<file path="config.mk">
export PLATFORM = sky130hd
export DESIGN_NAME = reset_and_power_control
export DESIGN_NICKNAME = d
export VERILOG_FILES = /design/src/core/rst_pwr_pkg.sv /design/src/core/reset_and_power_control.sv
export SDC_FILE = /design/constraint.sdc
export NUM_CORES = 1
export LEC_CHECK = 0
export BUFFER_PORTS_ARGS = -buffer_cell sky130_fd_sc_hd__buf_2
export CAP_MARGIN = 10
export CORE_ASPECT_RATIO = 2
export CORE_MARGIN = 2
export CORE_UTILIZATION = 25
export CTS_BUF_LIST = sky130_fd_sc_hd__clkbuf_8
export DETAILED_ROUTE_END_ITERATION = 7
export PLACE_DENSITY_LB_ADDON = 0.2
export SYNTH_ARGS = -nofsm -noshare
export SYNTH_HDL_FRONTEND = slang
export SYNTH_SLANG_ARGS = --single-unit
</file>
<file path="constraint.sdc">
create_clock -name core_clk -period 2.45 [get_ports core_clk]
set_input_delay 0.3675 -clock core_clk [delete_from_list [all_inputs] [get_ports core_clk]]
set_output_delay 0.3675 -clock core_clk [all_outputs]
set_load 0.05 [all_outputs]
</file>
<file path="src/core/rst_pwr_pkg.sv">
// constants and carrier types for the reset and power control block
package rst_pwr_pkg;
   // register offsets on the plain register port
   localparam logic [3:0] OFS_SLEEP_CTRL  = 4'h0;
   localparam logic [3:0] OFS_MCU_CONTROL = 4'h1;
   localparam logic [3:0] OFS_CLOCK_GATE  = 4'h2;
   localparam logic [3:0] OFS_RESET_CAUSE = 4'h3;
   localparam logic [3:0] OFS_TEST_RESET  = 4'h4;
   // sleep control field positions
   localparam int SLEEP_PERMIT_BIT  = 0;
   localparam int SLEEP_SELECT_LSB  = 1;
   // mcu control field positions
   localparam int BOD_SLEEP_OFF_BIT = 6;
   localparam int BOD_UNLOCK_BIT    = 5;
   // clock gate bit positions
   localparam int GATE_TWO_WIRE_BIT    = 7;
   localparam int GATE_TIMER_TWO_BIT   = 6;
   localparam int GATE_TIMER_ZERO_BIT  = 5;
   localparam int GATE_SERIAL_ONE_BIT  = 4;
   localparam int GATE_TIMER_ONE_BIT   = 3;
   localparam int GATE_SPI_BIT         = 2;
   localparam int GATE_SERIAL_ZERO_BIT = 1;
   localparam int GATE_CONVERTER_BIT   = 0;
   // reset cause bit positions
   localparam int CAUSE_POWER_ON_BIT = 0;
   localparam int CAUSE_PIN_BIT      = 1;
   localparam int CAUSE_BROWNOUT_BIT = 2;
   localparam int CAUSE_WATCHDOG_BIT = 3;
   localparam int CAUSE_TEST_BIT     = 4;
   // reset values
   localparam logic [7:0] RESET_BYTE = 8'h00;
   // timing of the brown-out sleep-off sequence, in clock cycles
   localparam logic [2:0] UNLOCK_WINDOW_CYC = 3'h4;
   localparam logic [2:0] BROWNOUT_SLEEP_OFF_DELAY_CYC    = 3'h3;
   localparam logic [2:0] BROWNOUT_SLEEP_OFF_HOLD_CYC     = 3'h3;

   typedef enum logic [2:0] {
      SLEEP_IDLE      = 3'h0,
      SLEEP_ADC_NR    = 3'h1,
      SLEEP_POWER_DN  = 3'h2,
      SLEEP_POWER_SV  = 3'h3,
      SLEEP_RSVD_4    = 3'h4,
      SLEEP_RSVD_5    = 3'h5,
      SLEEP_STANDBY   = 3'h6,
      SLEEP_EXT_STBY  = 3'h7
   } sleep_mode_t;

   typedef enum logic [1:0] {
      BROWNOUT_SLEEP_OFF_OFF,
      BROWNOUT_SLEEP_OFF_PENDING,
      BROWNOUT_SLEEP_OFF_ACTIVE
   } brownout_sleep_off_state_t;

   // register port request
   typedef struct packed {
      logic [3:0] addr;
      logic [7:0] wdata;
      logic       wr;
      logic       rd;
   } reg_req_t;

   // raw reset source levels, all active high
   typedef struct packed {
      logic power_low;
      logic brownout_low;
      logic watchdog_pulse;
   } reset_src_t;

   // per-peripheral clock enables
   typedef struct packed {
      logic two_wire;
      logic timer_two;
      logic timer_zero;
      logic serial_one;
      logic timer_one;
      logic spi;
      logic serial_zero;
      logic converter;
   } clk_enable_t;
endpackage : rst_pwr_pkg

</file>
<file path="src/core/reset_and_power_control.sv">
// reset combining, start-up delay, sleep gating and clock gating
`timescale 1ns/1ns
`default_nettype none
// Behaviour
// sleep instruction sleeps only when the sleep permit bit is one.
// software sets sleep permit just before sleep, clears it on wake.
// off bit needs unlock write, then off-only write within four cycles.
// off bit becomes active three cycles after set, clears three later.
// detector off in sleep only if sleep happens while off bit active.
// off bit sits at bit 6, unlock bit at bit 5 of mcu control.
// a one in a clock gate bit stops that peripheral's clock.
// timer two gate acts only while its asynchronous select is zero.
// gated timers resume frozen state; serial blocks need reinitialising.
// converter disabled before gating; comparator loses its input mux.
// reset loads initial register values; execution restarts at vector.
// ports return to initial state at once, with no clock needed.
// delay counter stretches internal reset after all sources release.
// internal reset combines power-on, pin, watchdog, brown-out, test.
// low reset pin asserts reset; release after start-up timeout.
// power-on reset reasserts at once; release goes through counter.
// enabled brown-out asserts at once; release after start-up timeout.
// watchdog gives one-cycle pulse; timeout counted from its end.
// bandgap on when detector enabled, comparator select, or converter.
// software waits reference start-up before using its outputs.
// sleep select codes pick idle to extended standby; 4 and 5 reserved.
// watchdog flag set by watchdog reset; cleared by power-on or zero.
// delay counter restarts whenever any source reasserts while counting.
module reset_and_power_control #(
   parameter int          TOUT_W      = 16,     // delay counter width
   parameter logic [15:0] TOUT_FAST   = 16'h0010, // short start-up timeout
   parameter logic [15:0] TOUT_SLOW   = 16'h1000  // long start-up timeout
) (
   input  wire logic                     core_clk,       // system clock
   input  wire logic                     rst_n,          // power-on, async
   input  wire logic                     reset_pin_n,    // reset pin, low
   input  wire rst_pwr_pkg::reset_src_t  src,            // supply, watchdog
   input  wire logic                     bod_enabled,    // detector fused on
   input  wire logic [1:0]               startup_time_select, // fuse
   input  wire logic [3:0]               clock_source_select, // fuse
   input  wire logic                     sleep_instr,    // cpu sleep pulse
   input  wire logic                     timer_two_async_select, // async
   input  wire logic                     comparator_bandgap_select, // ref
   input  wire logic                     converter_enabled, // adc on
   input  wire rst_pwr_pkg::reg_req_t    req,            // register port
   output logic [7:0]                    rdata,          // read data
   output logic                          ports_reset,    // port reset, async
   output logic                          core_reset,     // stretched reset
   output logic                          sleep_go,       // enter sleep pulse
   output rst_pwr_pkg::sleep_mode_t      sleep_mode,     // selected mode
   output logic                          bod_off_in_sleep, // detector off
   output rst_pwr_pkg::clk_enable_t      clk_en,         // clock enables
   output logic                          comp_mux_allowed, // comparator mux
   output logic                          bandgap_enable  // reference on
);

   // synchronised pin and supply levels
   logic [1:0] pin_sync_r;
   logic [1:0] por_sync_r;
   logic [1:0] bor_sync_r;
   logic [1:0] wdt_sync_r;
   logic       wdt_prev_r;

   always_ff @(posedge core_clk or negedge rst_n) begin
      if (!rst_n) begin
         pin_sync_r <= 2'h0;
         por_sync_r <= 2'h3;
         bor_sync_r <= 2'h0;
         wdt_sync_r <= 2'h0;
         wdt_prev_r <= 1'b0;
      end else begin
         pin_sync_r <= {pin_sync_r[0], reset_pin_n};
         por_sync_r <= {por_sync_r[0], src.power_low};
         bor_sync_r <= {bor_sync_r[0], src.brownout_low & bod_enabled};
         wdt_sync_r <= {wdt_sync_r[0], src.watchdog_pulse};
         wdt_prev_r <= wdt_sync_r[1];
      end
   end

   // raw combination drives ports without needing a clock
   wire brownout_raw = src.brownout_low & bod_enabled;
   wire test_reset;
   assign ports_reset = !rst_n | !reset_pin_n | src.power_low |
                        brownout_raw | src.watchdog_pulse | test_reset;

   // synchronised sources that feed the delay counter
   wire pin_low   = !pin_sync_r[1];
   wire por_low   = por_sync_r[1];
   wire bor_low   = bor_sync_r[1];
   wire wdt_pulse = wdt_sync_r[1];
   wire wdt_fall  = wdt_prev_r & !wdt_sync_r[1];
   wire any_src   = pin_low | por_low | bor_low | wdt_pulse | test_reset;

   // start-up timeout choice from fuse settings
   wire [TOUT_W-1:0] tout_cycles =
      (startup_time_select == 2'h0 && clock_source_select[3] == 1'b0)
         ? TOUT_W'(TOUT_FAST) : TOUT_W'(TOUT_SLOW);

   logic [TOUT_W-1:0] delay_cnt_r;
   logic              core_reset_r;

   always_ff @(posedge core_clk or negedge rst_n) begin
      if (!rst_n) begin
         delay_cnt_r  <= '0;
         core_reset_r <= 1'b1;
      end else if (any_src || src.watchdog_pulse) begin
         delay_cnt_r  <= '0;
         core_reset_r <= 1'b1;
      end else if (core_reset_r) begin
         if (delay_cnt_r >= tout_cycles - TOUT_W'(1)) begin
            core_reset_r <= 1'b0;
         end else begin
            delay_cnt_r <= delay_cnt_r + TOUT_W'(1);
         end
      end
   end
   // async assert, clocked release through the counter
   assign core_reset = core_reset_r | ports_reset;

   // register state
   logic [7:0]  sleep_ctrl_r;
   logic [7:0]  clock_gate_r;
   logic [4:0]  cause_r;
   logic        test_reset_r;
   logic        brownout_sleep_off_r;
   logic        brownout_sleep_off_unlock_r;
   rst_pwr_pkg::brownout_sleep_off_state_t brownout_sleep_off_state_r;
   logic [2:0]  unlock_cnt_r;
   logic [2:0]  brownout_sleep_off_cnt_r;
   logic        bod_off_r;

   assign test_reset = test_reset_r;

   // address decode
   wire sel_sleep = req.addr == rst_pwr_pkg::OFS_SLEEP_CTRL;
   wire sel_mcu   = req.addr == rst_pwr_pkg::OFS_MCU_CONTROL;
   wire sel_gate  = req.addr == rst_pwr_pkg::OFS_CLOCK_GATE;
   wire sel_cause = req.addr == rst_pwr_pkg::OFS_RESET_CAUSE;
   wire sel_test  = req.addr == rst_pwr_pkg::OFS_TEST_RESET;
   wire wr_mcu    = req.wr & sel_mcu;
   wire wd_off    = req.wdata[rst_pwr_pkg::BOD_SLEEP_OFF_BIT];
   wire wd_unlock = req.wdata[rst_pwr_pkg::BOD_UNLOCK_BIT];
   wire arm_write = wr_mcu & wd_off & wd_unlock;
   wire set_write = wr_mcu & wd_off & !wd_unlock & (unlock_cnt_r != 3'h0);
   wire cause_wr  = req.wr & sel_cause;

   // sleep control and clock gate, cleared while reset is held
   always_ff @(posedge core_clk or negedge rst_n) begin
      if (!rst_n) begin
         sleep_ctrl_r <= rst_pwr_pkg::RESET_BYTE;
         clock_gate_r <= rst_pwr_pkg::RESET_BYTE;
         test_reset_r <= 1'b0;
      end else if (core_reset_r) begin
         sleep_ctrl_r <= rst_pwr_pkg::RESET_BYTE;
         clock_gate_r <= rst_pwr_pkg::RESET_BYTE;
         if (req.wr && sel_test) begin
            test_reset_r <= req.wdata[0];
         end
      end else begin
         if (req.wr && sel_sleep) begin
            sleep_ctrl_r <= {4'h0, req.wdata[3:0]};
         end
         if (req.wr && sel_gate) begin
            clock_gate_r <= req.wdata;
         end
         if (req.wr && sel_test) begin
            test_reset_r <= req.wdata[0];
         end
      end
   end

   // timed unlock window and sleep-off bit sequencing
   always_ff @(posedge core_clk or negedge rst_n) begin
      if (!rst_n) begin
         unlock_cnt_r  <= 3'h0;
         brownout_sleep_off_unlock_r <= 1'b0;
         brownout_sleep_off_r        <= 1'b0;
         brownout_sleep_off_state_r  <= rst_pwr_pkg::BROWNOUT_SLEEP_OFF_OFF;
         brownout_sleep_off_cnt_r    <= 3'h0;
      end else if (core_reset_r) begin
         unlock_cnt_r  <= 3'h0;
         brownout_sleep_off_unlock_r <= 1'b0;
         brownout_sleep_off_r        <= 1'b0;
         brownout_sleep_off_state_r  <= rst_pwr_pkg::BROWNOUT_SLEEP_OFF_OFF;
         brownout_sleep_off_cnt_r    <= 3'h0;
      end else begin
         if (arm_write) begin
            unlock_cnt_r  <= rst_pwr_pkg::UNLOCK_WINDOW_CYC;
            brownout_sleep_off_unlock_r <= 1'b1;
         end else if (unlock_cnt_r != 3'h0) begin
            unlock_cnt_r  <= unlock_cnt_r - 3'h1;
            brownout_sleep_off_unlock_r <= (unlock_cnt_r != 3'h1) & !set_write;
         end else begin
            brownout_sleep_off_unlock_r <= 1'b0;
         end
         case (brownout_sleep_off_state_r)
            rst_pwr_pkg::BROWNOUT_SLEEP_OFF_OFF: begin
               if (set_write) begin
                  brownout_sleep_off_r       <= 1'b1;
                  brownout_sleep_off_cnt_r   <= rst_pwr_pkg::BROWNOUT_SLEEP_OFF_DELAY_CYC;
                  brownout_sleep_off_state_r <= rst_pwr_pkg::BROWNOUT_SLEEP_OFF_PENDING;
               end
            end
            rst_pwr_pkg::BROWNOUT_SLEEP_OFF_PENDING: begin
               if (brownout_sleep_off_cnt_r == 3'h1) begin
                  brownout_sleep_off_cnt_r   <= rst_pwr_pkg::BROWNOUT_SLEEP_OFF_HOLD_CYC;
                  brownout_sleep_off_state_r <= rst_pwr_pkg::BROWNOUT_SLEEP_OFF_ACTIVE;
               end else begin
                  brownout_sleep_off_cnt_r <= brownout_sleep_off_cnt_r - 3'h1;
               end
            end
            rst_pwr_pkg::BROWNOUT_SLEEP_OFF_ACTIVE: begin
               if (brownout_sleep_off_cnt_r == 3'h1) begin
                  brownout_sleep_off_r       <= 1'b0;
                  brownout_sleep_off_state_r <= rst_pwr_pkg::BROWNOUT_SLEEP_OFF_OFF;
               end else begin
                  brownout_sleep_off_cnt_r <= brownout_sleep_off_cnt_r - 3'h1;
               end
            end
            default: brownout_sleep_off_state_r <= rst_pwr_pkg::BROWNOUT_SLEEP_OFF_OFF;
         endcase
      end
   end

   wire brownout_sleep_off_active = brownout_sleep_off_state_r == rst_pwr_pkg::BROWNOUT_SLEEP_OFF_ACTIVE;

   // sleep entry
   wire [2:0] sel_code = sleep_ctrl_r[rst_pwr_pkg::SLEEP_SELECT_LSB +: 3];
   wire       sel_rsvd = sel_code == 3'h4 || sel_code == 3'h5;
   wire       sleep_ok = sleep_instr & sleep_ctrl_r[0] & !sel_rsvd &
                         !core_reset_r;

   logic sleep_go_r;
   logic sleeping_r;
   always_ff @(posedge core_clk or negedge rst_n) begin
      if (!rst_n) begin
         sleep_go_r <= 1'b0;
         sleeping_r <= 1'b0;
         bod_off_r  <= 1'b0;
      end else begin
         sleep_go_r <= sleep_ok;
         if (sleep_ok) begin
            sleeping_r <= 1'b1;
            bod_off_r  <= brownout_sleep_off_active;
         end else if (!sleep_ctrl_r[0] || core_reset_r) begin
            sleeping_r <= 1'b0;
            bod_off_r  <= 1'b0;
         end
      end
   end

   assign sleep_go         = sleep_go_r;
   assign sleep_mode       = rst_pwr_pkg::sleep_mode_t'(sel_code);
   assign bod_off_in_sleep = bod_off_r & sleeping_r;

   // clock gating
   wire timer_two_gated = clock_gate_r[6] & !timer_two_async_select;
   // a stopped clock freezes state, so restoring it resumes there
   assign clk_en = rst_pwr_pkg::clk_enable_t'(~{clock_gate_r[7],
                   timer_two_gated, clock_gate_r[5:0]});
   assign comp_mux_allowed   = !clock_gate_r[0];

   assign bandgap_enable = bod_enabled | comparator_bandgap_select |
                           converter_enabled;

   // reset cause flags; set wins over a software clear
   wire [4:0] cause_set = {test_reset, wdt_fall, bor_low, pin_low, por_low};
   always_ff @(posedge core_clk or negedge rst_n) begin
      if (!rst_n) begin
         cause_r <= 5'h01;
      end else if (por_low) begin
         cause_r <= 5'h01;
      end else begin
         cause_r <= (cause_wr ? (cause_r & req.wdata[4:0]) : cause_r) |
                    cause_set;
      end
   end

   // read mux
   wire [7:0] mcu_rd = {1'b0, brownout_sleep_off_r, brownout_sleep_off_unlock_r, 5'h00};
   wire [7:0] rd_val =
      sel_sleep ? sleep_ctrl_r :
      sel_mcu   ? mcu_rd :
      sel_gate  ? clock_gate_r :
      sel_cause ? {3'h0, cause_r} :
      sel_test  ? {7'h00, test_reset_r} : 8'h00;

   always_ff @(posedge core_clk or negedge rst_n) begin
      if (!rst_n) begin
         rdata <= 8'h00;
      end else begin
         rdata <= req.rd ? rd_val : 8'h00;
      end
   end

endmodule // reset_and_power_control
`default_nettype wire

</file>
==> impl_metrics.py, run 1 <==
metrics = {
    "floorplanning": {
        "rows": 58,
        "die_y_um": 164,
        "core_area_um2": 12600,
        "die_x_um": 83.9,
        "ioPinCount": 56,
        "start_util_pct": 25.4,
        "die_area_um2": 13800,
    },
    "routing": {
        "drt_wl_total_um": 8040,
        "post_drt_wl_per_cell_um": 14.9,
        "vias": 2507,
        "ant_nets": 0,
        "drt_first_pass_iters": 4,
        "routed.top_layer": "met5",
        "vias_per_cell": 4.66,
        "drc_errors": 0,
        "met3_wirelength_um": 355,
        "wl_met2_um": 4350,
        "drtIter0Drc": 107,
        "met1Wirelength_um": 3150,
    },
    "placement": {
        "port_buffers": 52,
        "hpwl_um": 5920,
        "placement.cell_area_um2": 3640,
        "place_congestion": 0.740,
    },
    "timing": {
        "setup_violations": 0,
        "slew_viol_final": 0,
        "period_share_pct": 86.4,
        "hold_violations": 0,
        "relSlewSlack_pct": 42.5,
        "clock-skew-final_ns": 0.00817,
        "fmax_ghz": 0.472,
        "fin_tns_setup_ns": 0,
        "tightestPinTransition_ns": 0.862,
        "rsz0062_at_grt": "false",
        "fin_crit_ns": 2.12,
    },
    "setup_path": {
        "path_class": "reg2reg",
        "worstReg2RegEnd": "delay_cnt_r[11]$_DFFE_PN0P_",
        "crit_path_top_delay_cell": "a2111oi_4",
        "cp-startpoint": "delay_cnt_r[6]$_DFFE_PN0P_",
        "critPathMaxFanout": 7,
        "rr_worst_depth": 5,
        "worstReg2RegStart": "delay_cnt_r[6]$_DFFE_PN0P_",
        "worst_path_largest_cell_delay_ns": 0.58,
        "worstSetupEndpointType": "flop",
        "arrival_ns": 2.36,
        "crit_chain": "nor4_1 -> a21boi_0 -> a2111oi_4 -> a41oi_1 -> o21a_1",
        "start_kind": "flop",
        "r2r_slack_ns": 0.33,
        "cp.required_ns": 2.69,
    },
    "clock_network": {
        "htreeDepth": 3,
        "cts_tree": "done",
        "cts_root_buffer": "clkbuf_8",
        "cts_buffers": 9,
        "cts.path.max_buffers": 2,
        "clock_latency_ns": 0.35,
        "cts_setup_buffers": 0,
        "path_clk_slew_ns": 0.07,
        "post_cts_resized": 0,
        "holdBufCountCts": 0,
        "cts.sinks": 65,
    },
    "worst_hold_path": {
        "hold_depth": 1,
        "holdPathEnd": "por_sync_r[0]$_DFF_PN1_",
        "hold_start": "src[2]",
        "hold_class": "in2reg",
    },
    "global_route": {
        "grt_max_degree": 66,
        "grt_usage_pct": 12.6,
        "grt_overflow": 0,
        "antenna_found_initial": 2,
        "grt_pass1_vias": 2534,
        "grt_pass1_wl_um": 13300,
    },
    "synth": {
        "synth_edf_count": 0,
        "synth.avg_cell_area_um2": 9.80,
        "ys_types": 46,
        "async_flop_share_pct": 100,
        "yosysWarnings": 0,
        "yosys_register_bits": 65,
        "syn_area_um2": 3190,
        "synth.net_count": 368,
        "syn_inst": 326,
        "yosysSeqAreaShare_pct": 51.1,
        "ys.flop_type": "dfrtp_1",
    },
    "outcome": {
        "status": "finished, final reports clean",
    },
    "cells_and_area": {
        "layout-drive-gt1-share_pct": 24.0,
        "stdcell_area_um2": 3850,
        "fin_nets": 424,
        "area_delta_synth_final_pct": 20.6,
    },
    "pwr": {
        "max-vdd-ir-drop_uv": 240,
        "power.density_nw_per_um2": 578,
        "p_leak_nw": 1.75,
    },
    "job": {
        "cap_viol_max_count": 0,
    },
}
-- cell families after synthesis --
family,count (synthesis),synth area share (%)
xor gates and xnor gates,4,1.10
buffers and inverters,39,5.13
AOI/OAI and AO/OA,73,15.8
adders and majority gates,11,4.31
muxes,6,1.88
and+or+nand+nor,128,20.7
DFF,65,51.1
-- cell type report --
cell class,count,area (µm²)
antenna,1,2.50
clock buffer,9,124
clock inverter,7,86.3
fill,1337,8700
inverter,21,78.8
multi-input combinational,222,1400
sequential,65,1630
tap,150,188
timing repair buffer,63,343
-- critical path, delay by kind of cell (launching register included) --
kind,cells,cell delay [ns]
simple gates,1,0.35
compound gates,4,1.23
flops,1,0.43
-- per-stage QoR --
stage | instances | setup WS, ns | utilization [%] | total power, mW | hold WS (ns)
after floorplan | 326 | 0.357 | - | 1.18 | 0.0719
after global placement | 521 | 0.0634 | 29.0 | 1.26 | 0.334
after detailed placement | 521 | 0.0297 | 29.0 | 1.26 | 0.335
after CTS | 537 | 0.275 | 30.7 | 2.27 | 0.0991
after global routing | 537 | 0.145 | 30.7 | 2.33 | 0.0971
final | 538 | 0.332 | 30.7 | 2.23 | 0.121
-- cells in the mapped netlist (all sizes together), types with 3 or more instances --
library cell | number | share of area [%]
ha | 11 | 4.3
clkbuf | 12 | 1.4
a31o | 4 | 1.1
buf | 6 | 1.3
a21oi | 26 | 4.1
and2 | 10 | 2.0
a2111oi | 3 | 1.4
dfrtp | 61 | 48
a21o | 3 | 0.71
a211oi | 3 | 0.71
nor4 | 3 | 0.59
dfstp | 4 | 3.3
nand3 | 24 | 4.2
nor3 | 5 | 0.78
nand2b | 7 | 1.4
mux2i | 6 | 1.9
a22oi | 5 | 1.2
nor2 | 24 | 2.8
o21ai | 16 | 2.5
xnor2 | 4 | 1.1
inv | 21 | 2.5
nor2b | 6 | 1.2
and3 | 5 | 0.98
nand2 | 30 | 3.5
-- worst max-delay path by stage --
| stage | end | slack [ns] | depth (start not counted) |
|---|---|---|---|
| after global routing | delay_cnt_r[11]$_DFFE_PN0P_ | 0.14 | 5 |
| final | delay_cnt_r[11]$_DFFE_PN0P_ | 0.33 | 5 |
| after global placement | delay_cnt_r[11]$_DFFE_PN0P_ | 0.06 | 7 |
| after detailed placement | delay_cnt_r[11]$_DFFE_PN0P_ | 0.03 | 7 |
| after CTS | core_reset | 0.27 | 4 |
| after floorplan | delay_cnt_r[1]$_DFFE_PN0P_ | 0.36 | 8 |
-- routing by layer --
metal  vias to the layer above  global-route usage [%]
met3                        14                    3.37
met2                        51                    22.9
met5                         -                       0
li1                       1240                       -
met4                         2                    5.72
met1                      1200                    13.4
-- power breakdown --
part | leakage (nW) | switching (mW) | internal, mW
clock | 0.110 | 0.428 | 0.563
sequential | 0.874 | 0.0127 | 1.09
combinational | 0.764 | 0.0859 | 0.0430
total | 1.75 | 0.527 | 1.70
-- state kept, by name, summed over array words and instances (netlist names), 2 cells and up --
name and count:
rdata 8, delay_cnt_r 16, cause_r 5, clock_gate_r 8, sleep_ctrl_r 4, brownout_sleep_off_cnt_r 3
wdt_sync_r 2, por_sync_r 2, bor_sync_r 2, unlock_cnt_r 3, brownout_sleep_off_state_r 2, pin_sync_r 2
-- cell usage in the layout (no fill, tap or decap), drive strengths merged, types with 3 or more instances in the layout --
master and count:
o21ai 16, nor3 5, a22oi 5, xnor2 4, nor2 24, a2111oi 3
nand2b 7, ha 11, inv 22, nor2b 6, buf 63, dfstp 4
a211oi 3, and2 10, nand3 24, nand2 30, and3 5, dfrtp 61
clkinv 3, nor4 3, mux2i 6, a21o 3, a21oi 26, a31o 4
clkbuf 9
No activity file was read; power rests on OpenSTA's default activity.
==> run 2, diff against run 1 <==
==> constraint.sdc (replaced) <==
create_clock -name core_clk -period 2.45 [get_ports core_clk]
set_input_delay 0.1225 -clock core_clk [delete_from_list [all_inputs] [get_ports core_clk]]
set_output_delay 0.1225 -clock core_clk [all_outputs]
set_load 0.05 [all_outputs]
==> run 2 against run 1 <==
The flow now finishes with violations (negative hold slack). Wire length grew 0.76%. Worst setup slack worse by 0.062 ns. Fmax down 2.8%. Register-to-register slack lost 0.06 ns. Clock skew is 0.0011 ns lower. Final area grew 0.88%. Combinational power rose by 5%. First-iteration DRC count is 12% lower. Worst hold slack lost 0.17 ns. Flip-flop and latch count stayed put.
==> impl_metrics.py, run 2 (synthesis results as in run 1) <==
metrics = {
    "floorplanning": {
        "ioPinCount": 56,
        "core_area_um2": 12600,
        "rows": 58,
        "die_x_um": 83.9,
        "start_util_pct": 25.4,
        "die_y_um": 164,
        "die_area_um2": 13800,
    },
    "cells_and_area": {
        "layout-drive-gt1-share_pct": 23.8,
        "antennaDiodeCount": 0,
        "regMostFlops": "delay_cnt_r",
        "reg_top3": "delay_cnt_r: 16 flops, clock_gate_r: 8 flops, rdata: 8 flops",
        "fin_nets": 428,
        "final_common_cell": "dfrtp_1",
        "area_delta_synth_final_pct": 21.7,
        "largest_register_ffs": 16,
        "final_cell_mix": "dfrtp_1, buf_2, nand2_1",
    },
    "routing": {
        "vias": 2532,
        "vias_per_cell": 4.68,
        "drc_errors": 0,
        "post_drt_wl_per_cell_um": 15.0,
        "drt_wl_total_um": 8100,
        "drtIter0Drc": 94,
        "drt_first_pass_iters": 4,
        "ant_nets": 0,
    },
    "global_route": {
        "grt.busiest_layer": "met2",
        "grt_pass1_vias": 2590,
        "grt_pass1_wl_um": 13200,
        "grt_usage_pct": 12.8,
        "grtUsageMet3_pct": 2.71,
        "grt_util_met2_pct": 23.6,
        "antenna_found_initial": 1,
        "grt_overflow": 0,
        "grt_max_degree": 66,
        "use_met1_pct": 13.1,
    },
    "setup_path": {
        "path_depth": 7,
        "path_buf_inv": 1,
        "worst_path_largest_cell_delay_ns": 0.50,
        "rr_worst_depth": 7,
        "worstSetupEndpointType": "flop",
        "path_class": "reg2reg",
        "crit_end": "brownout_sleep_off_cnt_r[2]$_DFFE_PN0P_",
        "cp.required_ns": 2.74,
        "start_kind": "flop",
        "crit_path_top_delay_cell": "or4_1",
        "r2r_slack_ns": 0.27,
        "cp-startpoint": "unlock_cnt_r[0]$_DFFE_PN0P_",
        "critPathMaxFanout": 6,
        "worstReg2RegEnd": "brownout_sleep_off_cnt_r[2]$_DFFE_PN0P_",
        "worstReg2RegStart": "unlock_cnt_r[0]$_DFFE_PN0P_",
        "crit_chain": "inv_1 -> ha_1 -> nor2b_1 -> o41ai_4 -> o311ai_2 -> or4_1 -> a31oi_1",
        "arrival_ns": 2.47,
        "path_delay_family": "compound AO/OA/AOI/OAI gates",
    },
    "timing": {
        "hold_violations": 29,
        "setup_violations": 0,
        "clock-skew-final_ns": 0.00709,
        "relSlewSlack_pct": 44.0,
        "slew_viol_final": 0,
        "period_share_pct": 89.0,
        "fin_tns_setup_ns": 0,
        "holdWs_ns": -0.0451,
        "fmax_ghz": 0.459,
        "rsz0062_at_grt": "false",
        "tightestPinTransition_ns": 0.840,
        "fin_crit_ns": 2.18,
    },
    "pwr": {
        "p_leak_nw": 1.75,
        "netSwitchingFraction_pct": 25.4,
        "clkPwrFrac_pct": 43.5,
        "power.internal_mw": 1.64,
        "p_seq_share_pct": 50.3,
        "power.density_nw_per_um2": 565,
        "p_switching_mw": 0.557,
        "max-vdd-ir-drop_uv": 422,
        "combPwrFrac_pct": 6.2,
    },
    "placement": {
        "hpwl_um": 5930,
        "place_congestion": 0.772,
        "port_buffers": 52,
    },
    "outcome": {
        "violations": "negative hold slack",
        "status": "finished with violations",
    },
    "clock_network": {
        "cts.sinks": 65,
        "path_clk_slew_ns": 0.08,
        "cts.path.max_buffers": 2,
        "htreeDepth": 3,
        "clock_latency_ns": 0.36,
        "cts_setup_buffers": 0,
        "cts_buffers": 9,
        "cts_root_buffer": "clkbuf_8",
        "cts_tree": "done",
    },
    "worst_hold_path": {
        "hold_class": "in2async",
    },
    "job": {
        "cap_viol_max_count": 0,
    },
}
run 2: metal layers:
metal  vias up  wire (µm)
li1       1249          -
met4         2        218
met3        13        294
met2        48       4440
met1      1220       3130
met5         -         16
run 2: repair_timing:
| action | in CTS | in global routing |
|---|---|---|
| setup endpoints to repair | 0 | 0 |
| hold endpoints to repair | 4 | 0 |
| hold buffers | 5 | 0 |
| gates resized for setup | 0 | 0 |
run 2: how the worst min path moves through the flow:
stage / startpoint / endpoint / slack (ns) / cells after the start
floorplan: rst_n / bod_off_r$_DFFE_PN0P_ / -0.17 / 0
global placement: src[2] / por_sync_r[0]$_DFF_PN1_ / 0.25 / 1
detailed placement: src[2] / por_sync_r[0]$_DFF_PN1_ / 0.25 / 1
CTS: rst_n / delay_cnt_r[7]$_DFFE_PN0P_ / 0.004 / 2
global route: req[9] / clock_gate_r[7]$_DFFE_PN0P_ / 0.03 / 3
finish: rst_n / delay_cnt_r[5]$_DFFE_PN0P_ / -0.05 / 2
run 2: layout make-up:
type | count | area (µm²)
tap | 150 | 188
inverter | 21 | 78.8
sequential | 65 | 1630
clock inverter | 6 | 66.3
clock buffer | 10 | 138
fill | 1321 | 8670
timing repair buffer | 67 | 385
multi-input combinational | 222 | 1400
run 2: stage by stage:
step                      instance area [µm²]  std cells  setup slack [ns]  util (%)  power [mW]
after floorplan                          3190        326             0.357         -        1.18
after global placement                   3630        520             0.235      28.9        1.26
after detailed placement                 3630        520             0.255      28.9        1.26
after CTS                                3890        541             0.273      31.0        2.24
after global routing                     3890        541             0.139      31.0        2.29
final                                    3890        541             0.270      31.0        2.20
run 2: power groups by stage:
stage,clock network [mW],registers (mW),logic [mW]
4_1_cts,0.996,1.11,0.141
2_1_floorplan,0,1.13,0.0527
3_5_place_dp,0,1.13,0.134
3_3_place_gp,0,1.13,0.133
6_report,0.956,1.11,0.136
5_1_grt,1.03,1.11,0.154
==> run 3, diff against run 2 <==
--- a/config.mk
+++ b/config.mk
@@ -7,12 +7,11 @@
 export LEC_CHECK = 0
 export BUFFER_PORTS_ARGS = -buffer_cell sky130_fd_sc_hd__buf_2
 export CAP_MARGIN = 10
-export CORE_ASPECT_RATIO = 2
+export CORE_ASPECT_RATIO = 0.7
 export CORE_MARGIN = 2
 export CORE_UTILIZATION = 25
 export CTS_BUF_LIST = sky130_fd_sc_hd__clkbuf_8
 export DETAILED_ROUTE_END_ITERATION = 7
-export PLACE_DENSITY_LB_ADDON = 0.2
 export SYNTH_ARGS = -nofsm -noshare
 export SYNTH_HDL_FRONTEND = slang
 export SYNTH_SLANG_ARGS = --single-unit
==> run 3 against run 2 <==
The flow now finishes without violations. Die area down 0.29%. Final area down 0.93%. Global-route usage down 1.5 points. Worst setup slack worse by 0.045 ns. Worst hold slack improved by 0.046 ns. Clock power decreased by 5.1%. Largest power group unchanged. Highest routed layer is now met4.
==> impl_metrics.py, run 3 (synthesis results as in run 1) <==
metrics = {
    "clock_network": {
        "post_cts_resized": 0,
        "cts_tree": "done",
        "cts_buffers": 9,
        "holdBufCountCts": 3,
        "htreeDepth": 3,
        "cts_root_buffer": "clkbuf_8",
        "cts_setup_buffers": 0,
        "path_clk_slew_ns": 0.07,
        "clock_latency_ns": 0.35,
        "cts.path.max_buffers": 2,
        "cts.sinks": 65,
    },
    "cells_and_area": {
        "layout-drive-gt1-share_pct": 23.1,
        "area_delta_synth_final_pct": 20.5,
        "final_cell_mix": "dfrtp_1, buf_2, nand2_1",
        "reg_top3": "delay_cnt_r: 16 flops, clock_gate_r: 8 flops, rdata: 8 flops",
        "register_area_um2": 1630,
        "multi_input_area_um2": 1400,
        "fin_nets": 423,
        "final_common_cell": "dfrtp_1",
        "regMostFlops": "delay_cnt_r",
        "fillers": 1294,
        "antennaDiodeCount": 0,
        "largest_register_ffs": 16,
    },
    "job": {
        "cap_viol_max_count": 0,
    },
    "routing": {
        "ant_nets": 0,
        "drtIter0Drc": 168,
        "drt_first_pass_iters": 4,
        "vias": 2539,
        "drc_errors": 0,
        "vias_per_cell": 4.63,
        "post_drt_wl_per_cell_um": 13.4,
        "drt_wl_total_um": 7360,
    },
    "timing": {
        "fmax_ghz": 0.450,
        "relSlewSlack_pct": 44.6,
        "hold_violations": 0,
        "holdWs_ns": 0.00114,
        "setup_violations": 0,
        "rsz0062_at_grt": "false",
        "clock-skew-final_ns": 0.00888,
        "slew_viol_final": 0,
        "fin_crit_ns": 2.22,
        "period_share_pct": 90.8,
        "fin_tns_setup_ns": 0,
        "tightestPinTransition_ns": 0.830,
    },
    "pwr": {
        "power.density_nw_per_um2": 556,
        "p_leak_nw": 1.73,
        "power_mw": 2.14,
        "max-vdd-ir-drop_uv": 343,
    },
    "floorplanning": {
        "ioPinCount": 56,
        "rows": 34,
        "die_x_um": 139,
        "start_util_pct": 25.6,
        "die_y_um": 98.6,
        "core_area_um2": 12500,
        "die_area_um2": 13700,
    },
    "global_route": {
        "grt_usage_pct": 11.3,
        "grt_overflow": 0,
        "grt_max_degree": 66,
        "antenna_found_initial": 0,
        "grt_pass1_vias": 2520,
        "grt_pass1_wl_um": 12400,
    },
    "setup_path": {
        "start_kind": "flop",
        "r2r_slack_ns": 0.23,
        "arrival_ns": 2.47,
        "worstReg2RegStart": "delay_cnt_r[0]$_DFFE_PN0P_",
        "critPathMaxFanout": 7,
        "crit_end": "delay_cnt_r[11]$_DFFE_PN0P_",
        "cp-startpoint": "delay_cnt_r[0]$_DFFE_PN0P_",
        "cp.required_ns": 2.69,
        "rr_worst_depth": 6,
        "worstReg2RegEnd": "delay_cnt_r[11]$_DFFE_PN0P_",
        "path_class": "reg2reg",
        "worstSetupEndpointType": "flop",
    },
    "worst_hold_path": {
        "hold_class": "in2async",
    },
    "placement": {
        "place_congestion": 0.812,
        "port_buffers": 52,
        "hpwl_um": 5250,
    },
    "outcome": {
        "status": "finished, final reports clean",
    },
}
==> run 3: stage by stage <==
step / worst slack (ns) / instance area [µm²] / util [%] / instances
5_1_grt: 0.0897 / 3850 / 30.9 / 548
6_report: 0.226 / 3850 / 30.9 / 548
3_3_place_gp: 0.334 / 3620 / 29.1 / 529
3_5_place_dp: 0.264 / 3620 / 29.1 / 529
2_1_floorplan: 0.357 / 3190 / - / 326
4_1_cts: 0.247 / 3850 / 30.9 / 548
==> run 3: power by group <==
| part | total (mW) | leakage [nW] | switching (mW) | internal [mW] |
|---|---|---|---|---|
| Clock | 0.907 | 0.0970 | 0.438 | 0.469 |
| Combinational | 0.128 | 0.757 | 0.0834 | 0.0442 |
| Sequential | 1.11 | 0.874 | 0.0139 | 1.09 |
==> run 3: area by class of cell <==
cell class                      instances  share of cell area (%)
Clock buffer                            9                    3.22
Clock inverter                          7                    1.85
Inverter                               21                    2.05
Multi-Input combinational cell        222                    36.3
Sequential cell                        65                    42.4
Tap cell                              162                    5.26
Timing Repair Buffer                   62                    8.90
==> run 3: metal layers <==
layer	GRT usage [%]	wire [µm]
met1	15.2	3700
met2	17.5	3260
met3	3.69	298
met4	3.42	94
met5	0	0
==> run 3: worst max-delay path, cell delays in order (launching register included) <==
cell       delay [ns]
dfrtp_1          0.41
ha_1             0.24
and3_1           0.23
a21o_1           0.25
a2111oi_4        0.60
a41oi_1          0.19
o21a_1           0.21
==> run 3: how the worst min path moves through the flow <==
stage / startpoint / endpoint / slack, ns / depth (start not counted)
6_report: rst_n / delay_cnt_r[11]$_DFFE_PN0P_ / 0.001 / 2
5_1_grt: src[1] / bor_sync_r[0]$_DFF_PN0_ / 0.02 / 3
4_1_cts: src[1] / bor_sync_r[0]$_DFF_PN0_ / 0.006 / 3
3_5_place_dp: src[2] / por_sync_r[0]$_DFF_PN1_ / 0.24 / 1
3_3_place_gp: src[2] / por_sync_r[0]$_DFF_PN1_ / 0.24 / 1
2_1_floorplan: rst_n / bod_off_r$_DFFE_PN0P_ / -0.17 / 0
